$ cat config.mk
export PLATFORM = sky130hd
export DESIGN_NAME = cml_top
export DESIGN_NICKNAME = d
export VERILOG_FILES = /design/src/cml_pkg.sv /design/src/cml_buf2.sv /design/src/cml_top.sv
export SDC_FILE = /design/constraint.sdc
export NUM_CORES = 1
export LEC_CHECK = 0
export ABC_AREA = 1
export ABC_CLOCK_PERIOD_IN_PS = 5800
export BUFFER_PORTS_ARGS = -buffer_cell sky130_fd_sc_hd__buf_2
export CAP_MARGIN = 20
export CELL_PAD_IN_SITES_DETAIL_PLACEMENT = 0
export CELL_PAD_IN_SITES_GLOBAL_PLACEMENT = 2
export CORE_ASPECT_RATIO = 0.5
export CORE_MARGIN = 10
export CORE_UTILIZATION = 38
export CTS_BUF_LIST = sky130_fd_sc_hd__clkbuf_2 sky130_fd_sc_hd__clkbuf_4 sky130_fd_sc_hd__clkbuf_8
export DETAILED_ROUTE_END_ITERATION = 10
export PLACE_DENSITY_LB_ADDON = 0.1
export SLEW_MARGIN = 5
export SYNTH_ARGS = -nofsm -noshare
export SYNTH_HDL_FRONTEND = slang
export SYNTH_HIERARCHICAL = 1
export SYNTH_SLANG_ARGS = --single-unit
$ cat constraint.sdc
create_clock -name clk_in -period 5.8 [get_ports clk_in]
set_input_delay 1.16 -clock clk_in [delete_from_list [all_inputs] [get_ports clk_in]]
set_output_delay 1.16 -clock clk_in [all_outputs]
set_load 0.1 [all_outputs]
$ cat src/cml_pkg.sv
// Shared constants and types for the configuration mode loader
package cml_pkg;
  localparam int WORD_W = 32;
  localparam int IR_W = 6;
  localparam logic [5:0] IR_CFG_IN = 6'h05;
  localparam logic [5:0] IR_BYPASS = 6'h3F;
  localparam logic [5:0] IR_CAPTURE = 6'h01;
  localparam logic [1:0] WIDTH_X8 = 2'h0;
  localparam logic [1:0] WIDTH_X16 = 2'h1;
  localparam logic [1:0] WIDTH_X32 = 2'h2;
  localparam logic [23:0] MODE_MAP_DEFAULT = 24'h2E2FA8;
  localparam int CLK_PERIOD_NS = 4;
  localparam int CONFIG_CLOCK_HALF_NS = 20;
  localparam int CONFIG_CLOCK_HALF_CYC = (CONFIG_CLOCK_HALF_NS + CLK_PERIOD_NS - 1) / CLK_PERIOD_NS;
  typedef enum logic [2:0] {
    CM_MSERIAL, CM_SSERIAL, CM_MPAR, CM_SPAR, CM_JTAG, CM_MSPI, CM_FLASH_UP, CM_FLASH_DN
  } cml_mode_t;
  typedef enum logic [1:0] {PH_WAIT_INIT, PH_LOAD, PH_DONE} cml_phase_t;
  typedef enum logic [3:0] {
    T_RESET, T_IDLE, T_SEL_DR, T_CAP_DR, T_SH_DR, T_EX1_DR, T_PA_DR, T_EX2_DR, T_UP_DR,
    T_SEL_IR, T_CAP_IR, T_SH_IR, T_EX1_IR, T_PA_IR, T_EX2_IR, T_UP_IR
  } cml_tap_t;
endpackage

$ cat src/cml_buf2.sv
// Two-entry word buffer with valid/ready on both sides
`timescale 1ns/1ps
`default_nettype none
module cml_buf2 #(
  parameter int W = 32
) (
  input wire logic clk_in,
  input wire logic reset_n_in,
  input wire logic in_valid_in,
  output logic in_ready_out,
  input wire logic [W-1:0] in_data_in,
  output logic out_valid_out,
  input wire logic out_ready_in,
  output logic [W-1:0] out_data_out
);
  logic [W-1:0] mem_reg [2];
  logic wr_ptr_reg;
  logic rd_ptr_reg;
  logic [1:0] count_reg;
  logic push;
  logic pop;

  // Full and empty come straight from the occupancy count
  assign in_ready_out = (count_reg != 2'h2);
  assign out_valid_out = (count_reg != 2'h0);
  assign out_data_out = mem_reg[rd_ptr_reg];
  assign push = in_valid_in & in_ready_out;
  assign pop = out_valid_out & out_ready_in;

  // Storage needs no reset; only valid entries are ever read
  always_ff @(posedge clk_in) begin
    if (push) begin
      mem_reg[wr_ptr_reg] <= in_data_in;
    end
  end

  // Pointers and count
  always_ff @(posedge clk_in or negedge reset_n_in) begin
    if (!reset_n_in) begin
      wr_ptr_reg <= 1'b0;
      rd_ptr_reg <= 1'b0;
      count_reg <= 2'h0;
    end else begin
      if (push) begin
        wr_ptr_reg <= ~wr_ptr_reg;
      end
      if (pop) begin
        rd_ptr_reg <= ~rd_ptr_reg;
      end
      count_reg <= count_reg + {1'b0, push} - {1'b0, pop};
    end
  end
endmodule
`default_nettype wire

$ cat src/cml_top.sv
// Configuration mode selection, clocking and pin control
`timescale 1ns/1ps
`default_nettype none
module cml_top #(
  parameter logic [23:0] MODE_MAP = cml_pkg::MODE_MAP_DEFAULT,
  parameter int HALF_CYC = cml_pkg::CONFIG_CLOCK_HALF_CYC
) (
  input wire logic clk_in,
  input wire logic reset_n_in,
  input wire logic [2:0] mode_pins_in,
  input wire logic init_pin_in,
  output logic init_pin_out,
  output logic init_pin_oe_out,
  input wire logic config_clock_pin_in,
  output logic config_clock_pin_out,
  output logic config_clock_pin_oe_out,
  output logic config_clock_pullup_out,
  input wire logic serial_data_in,
  output logic shared_out,
  output logic done_out,
  input wire logic preconfig_pullup_disable_in,
  output logic preconfig_pullup_en_out,
  output logic user_io_release_out,
  input wire logic tck_in,
  input wire logic tms_in,
  input wire logic tdi_in,
  output logic tdo_out,
  output logic tdo_oe_out,
  input wire logic par_cs_n_in,
  input wire logic parallel_port_direction_in,
  input wire logic [1:0] par_width_in,
  input wire logic [cml_pkg::WORD_W-1:0] par_data_in,
  output logic [cml_pkg::WORD_W-1:0] par_data_out,
  output logic par_data_oe_out,
  input wire logic [cml_pkg::WORD_W-1:0] readback_word_in,
  output logic abort_out,
  input wire logic persist_in,
  input wire logic upset_detect_in,
  input wire logic crc_error_in,
  input wire logic readback_crc_en_in,
  input wire logic readback_crc_error_in,
  input wire logic load_done_in,
  output logic [2:0] mode_code_out,
  output logic jtag_cfg_active_out,
  output logic [cml_pkg::WORD_W-1:0] word_out,
  output logic word_valid_out,
  input wire logic word_ready_in
);
  import cml_pkg::*;
  localparam int SW = 44;
  logic [SW-1:0] pins;
  logic [SW-1:0] s1_reg;
  logic [SW-1:0] s2_reg;
  logic [1:0] edge_reg;
  logic [2:0] mode_s;
  logic init_s, config_clock_s, din_s, cs_n_s, dir_s, tck_s, tms_s, tdi_s, pud_s;
  logic [WORD_W-1:0] pdat_s;
  logic config_clock_rise, tck_rise, tck_fall;
  cml_phase_t phase_reg;
  cml_mode_t mode_reg;
  cml_mode_t decoded;
  logic is_master, is_serial, is_par, jtag_cfg;
  logic [7:0] div_reg;
  logic config_clock_reg;
  logic clk_run, master_tick, cfg_step;
  logic [WORD_W-1:0] asm_reg;
  logic [WORD_W-1:0] asm_next;
  logic [5:0] cnt_reg;
  logic [6:0] cnt_next;
  logic [5:0] step_bits;
  logic [1:0] eff_width;
  logic cfg_push;
  logic dir_prev_reg, abort_reg, crc_err_reg;
  cml_tap_t tap_reg;
  logic [IR_W-1:0] ir_reg;
  logic [IR_W-1:0] ir_sh_reg;
  logic [WORD_W-1:0] jdr_reg;
  logic [4:0] jcnt_reg;
  logic byp_reg, tdo_reg, tdo_oe_reg, jtag_push;
  logic buf_in_valid, buf_in_ready;
  logic [WORD_W-1:0] buf_in_data;
  logic init_oe_reg, done_reg, busy_reg, dout_reg, pud_reg, poe_reg;
  logic [WORD_W-1:0] pout_reg;

  // Every pin input except par_width_in passes two flops before anything reads it
  assign pins = {mode_pins_in, init_pin_in, config_clock_pin_in, serial_data_in, par_cs_n_in,
                 parallel_port_direction_in, tck_in, tms_in, tdi_in, preconfig_pullup_disable_in, par_data_in};
  always_ff @(posedge clk_in or negedge reset_n_in) begin
    if (!reset_n_in) begin
      s1_reg <= '0;
      s2_reg <= '0;
      edge_reg <= 2'h0;
    end else begin
      s1_reg <= pins;
      s2_reg <= s1_reg;
      edge_reg <= {config_clock_s, tck_s};
    end
  end
  assign {mode_s, init_s, config_clock_s, din_s, cs_n_s, dir_s, tck_s, tms_s, tdi_s, pud_s, pdat_s} = s2_reg;
  assign config_clock_rise = config_clock_s & ~edge_reg[1];
  assign tck_rise = tck_s & ~edge_reg[0];
  assign tck_fall = ~tck_s & edge_reg[0];

  // Mode code lookup through the table parameter
  assign decoded = cml_mode_t'(MODE_MAP[3*mode_s +: 3]);
  assign is_master = (mode_reg inside {CM_MSERIAL, CM_MPAR, CM_MSPI, CM_FLASH_UP, CM_FLASH_DN});
  assign is_serial = (mode_reg inside {CM_MSERIAL, CM_SSERIAL, CM_MSPI});
  assign is_par = (mode_reg inside {CM_MPAR, CM_SPAR, CM_FLASH_UP, CM_FLASH_DN});
  assign jtag_cfg = (ir_reg == IR_CFG_IN);

  // Phase sequence; mode is caught once, so later pin changes cannot disturb it
  always_ff @(posedge clk_in or negedge reset_n_in) begin
    if (!reset_n_in) begin
      phase_reg <= PH_WAIT_INIT;
      mode_reg <= CM_MSERIAL;
    end else begin
      unique case (phase_reg)
        PH_WAIT_INIT: begin
          if (init_s) begin
            mode_reg <= decoded;
            phase_reg <= PH_LOAD;
          end
        end
        PH_LOAD: begin
          if (load_done_in) begin
            phase_reg <= PH_DONE;
          end
        end
        PH_DONE: begin
          phase_reg <= PH_DONE;
        end
      endcase
    end
  end

  // Master clock divider; it halts while the buffer is full so no word is lost
  assign clk_run = is_master & ~jtag_cfg & buf_in_ready &
                   ((phase_reg == PH_LOAD) | ((phase_reg == PH_DONE) & (persist_in | upset_detect_in)));
  assign master_tick = clk_run & (div_reg == 8'(HALF_CYC - 1)) & ~config_clock_reg;
  always_ff @(posedge clk_in or negedge reset_n_in) begin
    if (!reset_n_in) begin
      div_reg <= 8'h00;
      config_clock_reg <= 1'b0;
    end else if (clk_run) begin
      if (div_reg == 8'(HALF_CYC - 1)) begin
        div_reg <= 8'h00;
        config_clock_reg <= ~config_clock_reg;
      end else begin
        div_reg <= div_reg + 8'h01;
      end
    end else begin
      div_reg <= 8'h00;
      config_clock_reg <= 1'b0;
    end
  end
  assign config_clock_pin_out = config_clock_reg;
  assign config_clock_pin_oe_out = clk_run | (is_master & ~jtag_cfg & (phase_reg == PH_LOAD));
  assign config_clock_pullup_out = ~config_clock_pin_oe_out;

  // One configuration data step per config_clock rise, never during test-port loading
  assign cfg_step = (phase_reg == PH_LOAD) & ~jtag_cfg & (is_master ? master_tick : config_clock_rise) &
                    (is_serial | (is_par & ~cs_n_s & ~dir_s));

  // Master parallel and flash modes cannot run x32; such a request falls back to x16
  always_comb begin
    eff_width = par_width_in;
    if (par_width_in == WIDTH_X32 && mode_reg != CM_SPAR) begin
      eff_width = WIDTH_X16;
    end else if (par_width_in > WIDTH_X32) begin
      eff_width = WIDTH_X8;
    end
  end

  // Serial bits or parallel lanes packed into one word, first item in the high bits
  always_comb begin
    step_bits = 6'h01;
    asm_next = {asm_reg[WORD_W-2:0], din_s};
    if (is_par) begin
      unique case (eff_width)
        WIDTH_X16: begin
          step_bits = 6'h10;
          asm_next = {asm_reg[15:0], pdat_s[15:0]};
        end
        WIDTH_X32: begin
          step_bits = 6'h20;
          asm_next = pdat_s;
        end
        default: begin
          step_bits = 6'h08;
          asm_next = {asm_reg[23:0], pdat_s[7:0]};
        end
      endcase
    end
    cnt_next = {1'b0, cnt_reg} + {1'b0, step_bits};
  end
  assign cfg_push = cfg_step & (cnt_next == 7'h20);

  // Assembly state, direction tracking and abort
  always_ff @(posedge clk_in or negedge reset_n_in) begin
    if (!reset_n_in) begin
      asm_reg <= '0;
      cnt_reg <= 6'h00;
      dir_prev_reg <= 1'b0;
      abort_reg <= 1'b0;
    end else begin
      dir_prev_reg <= dir_s;
      abort_reg <= 1'b0;
      if (is_par && phase_reg == PH_LOAD && !cs_n_s && dir_s != dir_prev_reg) begin
        abort_reg <= 1'b1;
        cnt_reg <= 6'h00;
      end else if (cfg_step) begin
        asm_reg <= asm_next;
        cnt_reg <= cfg_push ? 6'h00 : cnt_next[5:0];
      end
    end
  end
  assign abort_out = abort_reg;

  // Test-port state machine on each test-clock rise
  always_ff @(posedge clk_in or negedge reset_n_in) begin
    if (!reset_n_in) begin
      tap_reg <= T_RESET;
    end else if (tck_rise) begin
      unique case (tap_reg)
        T_RESET: tap_reg <= tms_s ? T_RESET : T_IDLE;
        T_IDLE: tap_reg <= tms_s ? T_SEL_DR : T_IDLE;
        T_SEL_DR: tap_reg <= tms_s ? T_SEL_IR : T_CAP_DR;
        T_CAP_DR: tap_reg <= tms_s ? T_EX1_DR : T_SH_DR;
        T_SH_DR: tap_reg <= tms_s ? T_EX1_DR : T_SH_DR;
        T_EX1_DR: tap_reg <= tms_s ? T_UP_DR : T_PA_DR;
        T_PA_DR: tap_reg <= tms_s ? T_EX2_DR : T_PA_DR;
        T_EX2_DR: tap_reg <= tms_s ? T_UP_DR : T_SH_DR;
        T_UP_DR: tap_reg <= tms_s ? T_SEL_DR : T_IDLE;
        T_SEL_IR: tap_reg <= tms_s ? T_RESET : T_CAP_IR;
        T_CAP_IR: tap_reg <= tms_s ? T_EX1_IR : T_SH_IR;
        T_SH_IR: tap_reg <= tms_s ? T_EX1_IR : T_SH_IR;
        T_EX1_IR: tap_reg <= tms_s ? T_UP_IR : T_PA_IR;
        T_PA_IR: tap_reg <= tms_s ? T_EX2_IR : T_PA_IR;
        T_EX2_IR: tap_reg <= tms_s ? T_UP_IR : T_SH_IR;
        T_UP_IR: tap_reg <= tms_s ? T_SEL_DR : T_IDLE;
      endcase
    end
  end

  // Test-port registers take test data in on the rise, instruction least significant bit first, configuration data most significant bit first
  assign jtag_push = tck_rise & (tap_reg == T_SH_DR) & jtag_cfg & (jcnt_reg == 5'h1F);
  always_ff @(posedge clk_in or negedge reset_n_in) begin
    if (!reset_n_in) begin
      ir_reg <= IR_BYPASS;
      ir_sh_reg <= IR_CAPTURE;
      jdr_reg <= '0;
      jcnt_reg <= 5'h00;
      byp_reg <= 1'b0;
    end else if (tck_rise) begin
      unique case (tap_reg)
        T_RESET: ir_reg <= IR_BYPASS;
        T_CAP_IR: ir_sh_reg <= IR_CAPTURE;
        T_SH_IR: ir_sh_reg <= {tdi_s, ir_sh_reg[IR_W-1:1]};
        T_UP_IR: ir_reg <= ir_sh_reg;
        T_CAP_DR: begin
          jcnt_reg <= 5'h00;
          byp_reg <= 1'b0;
        end
        T_SH_DR: begin
          if (jtag_cfg) begin
            jdr_reg <= {jdr_reg[WORD_W-2:0], tdi_s};
            jcnt_reg <= jcnt_reg + 5'h01;
          end else begin
            byp_reg <= tdi_s;
          end
        end
        default: begin
        end
      endcase
    end
  end

  // Test data out moves on the fall and floats outside the two shift states
  always_ff @(posedge clk_in or negedge reset_n_in) begin
    if (!reset_n_in) begin
      tdo_reg <= 1'b0;
      tdo_oe_reg <= 1'b0;
    end else if (tck_fall) begin
      tdo_oe_reg <= (tap_reg == T_SH_IR) | (tap_reg == T_SH_DR);
      if (tap_reg == T_SH_IR) begin
        tdo_reg <= ir_sh_reg[0];
      end else begin
        tdo_reg <= jtag_cfg ? jdr_reg[WORD_W-1] : byp_reg;
      end
    end
  end
  assign tdo_out = tdo_reg;
  assign tdo_oe_out = tdo_oe_reg;

  // Words join the buffer; the test port cannot stall, so its words win the slot
  assign buf_in_valid = jtag_push | cfg_push;
  assign buf_in_data = jtag_push ? {jdr_reg[WORD_W-2:0], tdi_s} : asm_next;
  cml_buf2 #(.W(WORD_W)) u_buf (
    .clk_in(clk_in),
    .reset_n_in(reset_n_in),
    .in_valid_in(buf_in_valid),
    .in_ready_out(buf_in_ready),
    .in_data_in(buf_in_data),
    .out_valid_out(word_valid_out),
    .out_ready_in(word_ready_in),
    .out_data_out(word_out)
  );

  // Pin status: init error flag, done, busy or daisy-chain data, pull-ups, readback
  always_ff @(posedge clk_in or negedge reset_n_in) begin
    if (!reset_n_in) begin
      crc_err_reg <= 1'b0;
      init_oe_reg <= 1'b0;
      done_reg <= 1'b0;
      busy_reg <= 1'b0;
      dout_reg <= 1'b0;
      pud_reg <= 1'b1;
      poe_reg <= 1'b0;
      pout_reg <= '0;
    end else begin
      if (phase_reg == PH_LOAD && crc_error_in) begin
        crc_err_reg <= 1'b1;
      end
      init_oe_reg <= ((phase_reg == PH_LOAD) & (crc_err_reg | crc_error_in)) |
                     ((phase_reg == PH_DONE) & readback_crc_en_in & readback_crc_error_in);
      done_reg <= (phase_reg == PH_DONE);
      busy_reg <= is_par & ~buf_in_ready;
      dout_reg <= is_serial & asm_reg[WORD_W-1];
      pud_reg <= ~pud_s;
      poe_reg <= is_par & (phase_reg != PH_WAIT_INIT) & ~cs_n_s & dir_s & ~jtag_cfg;
      pout_reg <= readback_word_in;
    end
  end
  assign init_pin_out = 1'b0;
  assign init_pin_oe_out = init_oe_reg;
  assign done_out = done_reg;
  assign user_io_release_out = done_reg;
  assign shared_out = is_serial ? dout_reg : busy_reg;
  assign preconfig_pullup_en_out = pud_reg;
  assign par_data_oe_out = poe_reg;
  assign par_data_out = pout_reg;
  assign mode_code_out = mode_reg;
  assign jtag_cfg_active_out = jtag_cfg;
endmodule
`default_nettype wire

# Word-level counts from Yosys, hierarchy flattened

Memories as Yosys holds them, arrays and structs flattened.
Cells that the tools add are included.

Order comparisons: 1
Muxes and demuxes: 43
Equal/unequal tests: 38
Reductions and logical operators: 29
Multiply operators: 1
Bitwise gates (word level): 51
Add/sub/neg operators: 5
Shifts and indexed selects: 1
Div/mod/pow operators: 0

Operator list:

| cell                                                        | number |
|---|---|
| 2-to-1 mux 32 bit                                           | 2 |
| one-hot mux 32 bit (2 select lines)                         | 1 |
| one-hot mux 4 bit (12 select lines)                         | 1 |
| one-hot mux 6 bit (2 select lines)                          | 3 |
| equality test 4 bit (second input constant)                 | 8 |
| AND 1 bit                                                   | 30 |
| 2-to-1 mux 6 bit                                            | 4 |
| variable part select 24 x 6 -> 3 bit (first input constant) | 1 |
| equality test 4 x 3 -> 1 bit (second input constant)        | 4 |
| 2-to-1 mux 4 bit                                            | 4 |
| 2-to-1 mux 8 bit                                            | 2 |
| 2-to-1 mux 2 bit                                            | 7 |
| 2-to-1 mux 1 bit                                            | 13 |
| inverter 1 bit                                              | 13 |
| nonzero test 2 bit                                          | 6 |
| != test 2 bit (second input constant)                       | 5 |
| one-hot mux 5 bit (2 select lines)                          | 1 |
| AND reduction 2 bit                                         | 5 |
| equality test 3 bit (second input constant)                 | 3 |
| AND reduction 3 bit                                         | 3 |
| adder 8 x 1 -> 8 bit (second input constant)                | 1 |
| equality test 4 x 2 -> 1 bit (second input constant)        | 2 |
| equality test 8 x 3 -> 1 bit (second input constant)        | 1 |
| bitwise OR 1 bit                                            | 8 |
| other kinds (31)                                            | 41 |

Bits in writable memories: 64
Register bits: 243
Memory bits (read-only): 0
Memories: 1
Output and inout bits: 82
Bits in latches: 0

Memories:

| memory        | depth | width | rd ports | clocked after memory_dff | wr ports | line           | RTL |
|---|---|---|---|---|---|---|---|
| u_buf.mem_reg | 2     | 32    | 1        | 0                        | 1        | cml_buf2.sv:16 | `logic [W-1:0] mem_reg [2];` |

# Longest topological paths before layout

Depth in word-level cells: 15
Mapped depth: 21
Mapped depth without buffers: 20

# Modules after synthesis

Netlist, hierarchy kept.

By module, submodules not included:

| module   | cells each | seq. area each (um^2) | instances | area each (um^2) |
|---|---|---|---|---|
| cml_top  | 937        | 5990.7                | 1         | 9532.9 |
| cml_buf2 | 199        | 2021.9                | 1         | 2612.5 |

# Worst setup path before layout

OpenSTA, ideal clock, no wires.

Path kind: input-to-output
From: in upset_detect_in
To: out config_clock_pin_oe_out
Data arrival time: 4885 ps
Path slack: -245 ps
Data required time: 4640 ps
Buffers on the path: 0
Stages on the path: 4
Path through: o21ai_0 a21oi_2 o21ai_0 inv_1

Word-level cells in the longest chain between the ends: 5

RTL lines:

| element          | line           | RTL |
|---|---|---|
| from (decl)      | cml_top.sv:38  | `input wire logic upset_detect_in,` |
| bitwise OR 1 bit | cml_top.sv:138 | `((phase_reg == PH_LOAD) \| ((phase_reg == PH_DONE) & (persist_in \| upset_detect_in)));` |
| AND 1 bit        | cml_top.sv:138 |  |
| bitwise OR 1 bit | cml_top.sv:138 |  |
| AND 1 bit        | cml_top.sv:137 | `assign clk_run = is_master & ~jtag_cfg & buf_in_ready &` |
| bitwise OR 1 bit | cml_top.sv:157 | `assign config_clock_pin_oe_out = clk_run \| (is_master & ~jtag_cfg & (phase_reg == PH_LOAD));` |
| to (decl)        | cml_top.sv:16  | `output logic config_clock_pin_oe_out,` |

No other way between the ends.

# Worst setup path in the final report

From: in par_width_in[0]
To: mem u_buf.mem_reg[1][17], enable pin

Word-level cells in the longest chain between the ends: 13
Elaborated cells on any way between the ends: 16
Classes of those cells: add/sub: 1; order compare: 1; eq/ne: 4; mux: 6; bitwise: 3; reduce/logical: 1

RTL lines:

| element                                                                     | line                           | RTL |
|---|---|---|
| from (decl)                                                                 | cml_top.sv:31                  | `input wire logic [1:0] par_width_in,` |
| greater-than comparator 2 bit / equality test 2 bit (equally long branches) | cml_top.sv:169, cml_top.sv:167 |  |
| 2-to-1 mux 2 bit / logical AND 1 bit (equally long branches)                | cml_top.sv:169, cml_top.sv:167 |  |
| 2-to-1 mux 2 bit (*)                                                        | cml_top.sv:167                 | `if (par_width_in == WIDTH_X32 && mode_reg != CM_SPAR) begin` |
| equality test 2 bit / equality test 2 x 1 -> 1 bit (equally long branches)  | cml_top.sv:179                 | `unique case (eff_width)` |
| one-hot mux 6 bit (2 select lines) (*)                                      | cml_top.sv:179                 |  |
| 2-to-1 mux 6 bit (*)                                                        | cml_top.sv:178                 | `if (is_par) begin` |
| adder 6 x 6 -> 7 bit (*)                                                    | cml_top.sv:194                 | `cnt_next = {1'b0, cnt_reg} + {1'b0, step_bits};` |
| equality test 7 x 6 -> 1 bit (*)                                            | cml_top.sv:196                 | `assign cfg_push = cfg_step & (cnt_next == 7'h20);` |
| AND 1 bit (*)                                                               | cml_top.sv:196                 |  |
| bitwise OR 1 bit (*)                                                        | cml_top.sv:296                 | `assign buf_in_valid = jtag_push \| cfg_push;` |
| named net buf_in_valid                                                      | cml_top.sv:80                  | `logic buf_in_valid, buf_in_ready;` |
| AND 1 bit (*)                                                               | cml_buf2.sv:27                 | `assign push = in_valid_in & in_ready_out;` |
| 2-to-1 mux 1 bit (*)                                                        | cml_buf2.sv:32                 | `if (push) begin` |
| 2-to-1 mux 1 bit (implied by the code) (*)                                  | cml_buf2.sv:33                 | `mem_reg[wr_ptr_reg] <= in_data_in;` |
| to (decl)                                                                   | cml_buf2.sv:16                 |  |

Mark *: on every way through the listed nets, which the timed path passes. The rest lies on a longest branch.

==> reports/qor.yml <==
clock_tree:
  clockBufferDepth: 3
  cts_tree: "done"
  ctsHoldBuffers: 0
  cts_buffers: 45
  cts_root_buf: "clkbuf_8"
  ctsHtreeMaxLevel: 2
  cts_resized: 0
  clkLatencyLatePin_ns: 0.58
  clk_pin_slew_ns: 0.07
  clkSinkCount: 307
  cts_setup_buffers: 0
worst_setup_path:
  critPathCaptureType: "flop"
  critPathRequiredTime_ns: 6.02
  reg2reg_from: "mode_code_out[1]"
  startpoint_type: "input pin"
  path_cells: "buf_2 -> inv_1 -> ha_1 -> nand2_2 -> clkinv_1 -> ha_1 -> inv_1 -> o21ai_0 -> inv_1 -> nand2_1 -> nand2_1 -> nor2_1 -> nand3_1 -> o21ai_0 -> nand2_1 -> nor2_2 -> buf_4"
  cp_top_family: "buffers and inverters"
  crit_buf_inv: 6
  timing.rr.end: "u_buf/mem_reg[1][17]"
  reg2reg_slack_ns: 1.78
  arrival_ns: 4.37
  slowest_delay_ns: 0.52
  critPathKind: "in2reg"
  slowest_stage: "ha_1"
  rr_worst_depth: 15
  crit_fanout: 32
sta:
  hold_viol_final: 0
  min_period_over_period_pct: 71.5
  grt_setup_unrepaired: "false"
  slew_headroom_pct: 36.6
  fmax_ghz: 0.241
  fin_skew_ns: 0.0349
  worst_slew_pin_slew_ns: 0.951
  fin_setup_tns_ns: 0
  setup_slack_ns: 1.65
  finalMaxSlewViolations: 0
  timing.final.crit_period_ns: 4.15
  setup_viol: 0
power:
  ir_drop_mv: 0.171
  power_density_nw_per_um2: 337
  p_leak_nw: 6.58
placed_design:
  place_ws_ns: 1.07
  dp_cells: 1703
  io_buffers: 167
  dpl.hpwl_mm: 21.4
  gp_congestion: 0.836
yosys:
  syn_area_per_cell_um2: 10.7
  synth_area_um2: 12100
  synth_cells: 1136
  syn_nets: 1239
  synth_seq_area_share_pct: 66.0
  ys_seq_elements: 307
  ys_types: 45
  yosysWarnings: 6
global_routing:
  overflow: 0
  antenna_found_initial: 0
  grt_pass1_wl_mm: 47.7
  track_usage_pct: 14.9
  grt_max_degree: 126
  grt_pass1_vias: 8507
detailed_routing:
  wl_per_cell_um: 16.7
  routed_via_density: 4.68
  firstDrtPassIters: 5
  drtIter0Drc: 567
  antenna_left: 0
  drc: 0
  routed_wl_mm: 29.8
  vias: 8350
final_layout:
  utilization_pct: 45.4
  fin_nets: 1422
  largest_reg_flops: 64
  area_growth_pct: 18.2
  fillCellCount: 2999
  drive_gt1_share_pct: 25.0
  n_antenna_cell: 0
  final_cells: 1786
  seq_area_um2: 8010
  multiInputGateArea_um2: 3450
die:
  rows: 46
  fp.dieW_um: 273
  die_h_um: 146
  die_area_um2: 39900
  start_util_pct: 38.4
  io_pins: 169
  core_area_um2: 31600
min_path:
  whs_endpoint: "s2_reg[2]"
  hold_class: "reg2reg"
  whs_path_depth: 0
  min_from: "s1_reg[2]"
run:
  max-cap-violations: 0
run_status:
  status: "complete, no violations"
==> layout by cell type, fill, tap and decap left out, drive strengths merged, types with 4 or more instances in the layout <==
cell type	n
ha	16
edfxtp	64
bufinv	4
buf	177
nand3	28
nand4	8
clkbuf	70
nor3	8
inv	103
nor2	83
a31oi	12
o211ai	16
a21oi	48
nand2	329
dfrtp	235
dfstp	8
xor2	5
o22ai	12
a22oi	12
o21ai	97
clkinv	8
==> logic make-up after synthesis <==
kind of cell | Yosys count | synth area share (%)
fa+ha+maj | 16 | 1.65
buf+inv | 144 | 5.68
flops | 307 | 66.0
mux | 1 | 0.0927
other cells | 1 | 0.0309
xor+xnor | 6 | 0.433
simple gates | 459 | 16.0
compound gates | 202 | 10.2
==> stage by stage <==
step | area (um^2) | total power [mW] | hold WS (ns)
after floorplan | 12100 | 2.76 | 0.331
after global placement | 13300 | 2.92 | 0.332
after detailed placement | 13300 | 2.92 | 0.335
after CTS | 14300 | 4.92 | 0.347
after global routing | 14400 | 5.08 | 0.355
final | 14400 | 4.84 | 0.346
==> how the worst max path moves through the flow <==
stage / start / end / slack (ns) / depth (start not counted)
after floorplan: par_width_in[0] / u_buf/mem_reg[1][0] / 0.78 / 16
after global placement: par_width_in[0] / u_buf/mem_reg[1][12] / 1.18 / 17
after detailed placement: par_width_in[0] / u_buf/mem_reg[1][13] / 1.07 / 17
after CTS: par_width_in[0] / u_buf/mem_reg[1][1] / 1.70 / 17
after global routing: par_width_in[0] / u_buf/mem_reg[1][1] / 1.25 / 17
final: par_width_in[0] / u_buf/mem_reg[1][17] / 1.65 / 17
==> cells in the mapped netlist <==
cell	number	area [um^2]
a21o_1	1	7.51
a21oi_1	23	115
a21oi_2	25	219
a22o_1	2	17.5
a22oi_1	12	90.1
a31oi_1	12	75.1
buf_2	14	70.1
buf_4	6	45.0
buf_6	12	135
buf_8	1	15.0
clkbuf_1	8	30.0
clkinv_1	1	3.75
conb_1	1	3.75
dfrtp_1	235	5880
dfstp_2	8	210
edfxtp_1	64	1920
ha_1	16	200
inv_1	97	364
inv_2	4	15.0
inv_8	1	11.3
mux2_2	1	11.3
nand2_1	314	1180
nand2_2	14	87.6
nand2_4	1	11.3
nand3_1	26	130
nand3_2	2	20.0
nand3b_1	1	7.51
nand4_1	6	37.5
nand4_2	2	25.0
nor2_1	67	251
nor2_2	12	75.1
nor2_4	2	22.5
nor2_8	2	40.0
nor3_1	8	40.0
o2111ai_1	1	8.76
o211ai_1	16	120
o21ai_0	72	360
o21ai_1	23	115
o21ai_2	2	17.5
o22ai_1	11	68.8
o22ai_2	1	12.5
o2bb2ai_1	1	8.76
or2_2	2	12.5
xnor2_1	1	8.76
xor2_1	5	43.8
==> cell type report <==
type	instances	share of cell area (%)
Multi-Input combinational cell	685	24.0
Tap cell	432	3.77
Clock buffer	70	6.02
Timing Repair Buffer	177	6.49
Clock inverter	12	1.13
Sequential cell	307	55.8
Inverter	103	2.75
==> power by group <==
part / switching [mW] / leakage, nW / internal, mW
Combinational: 0.375 / 2.58 / 0.123
Clock: 0.837 / 0.548 / 1.13
Sequential: 0.0751 / 3.45 / 2.30
Total: 1.29 / 6.58 / 3.55
==> routing by layer <==
metal  global-route usage [%]  vias to the layer above  wire length [um]
met5                        0                        -                 0
met4                     3.57                        0               427
met3                     3.46                       40              1330
met2                     24.7                      154             14700
met1                     19.5                     4073             13400
li1                         -                     4083                 -
(Power assumes the default switching activity.)
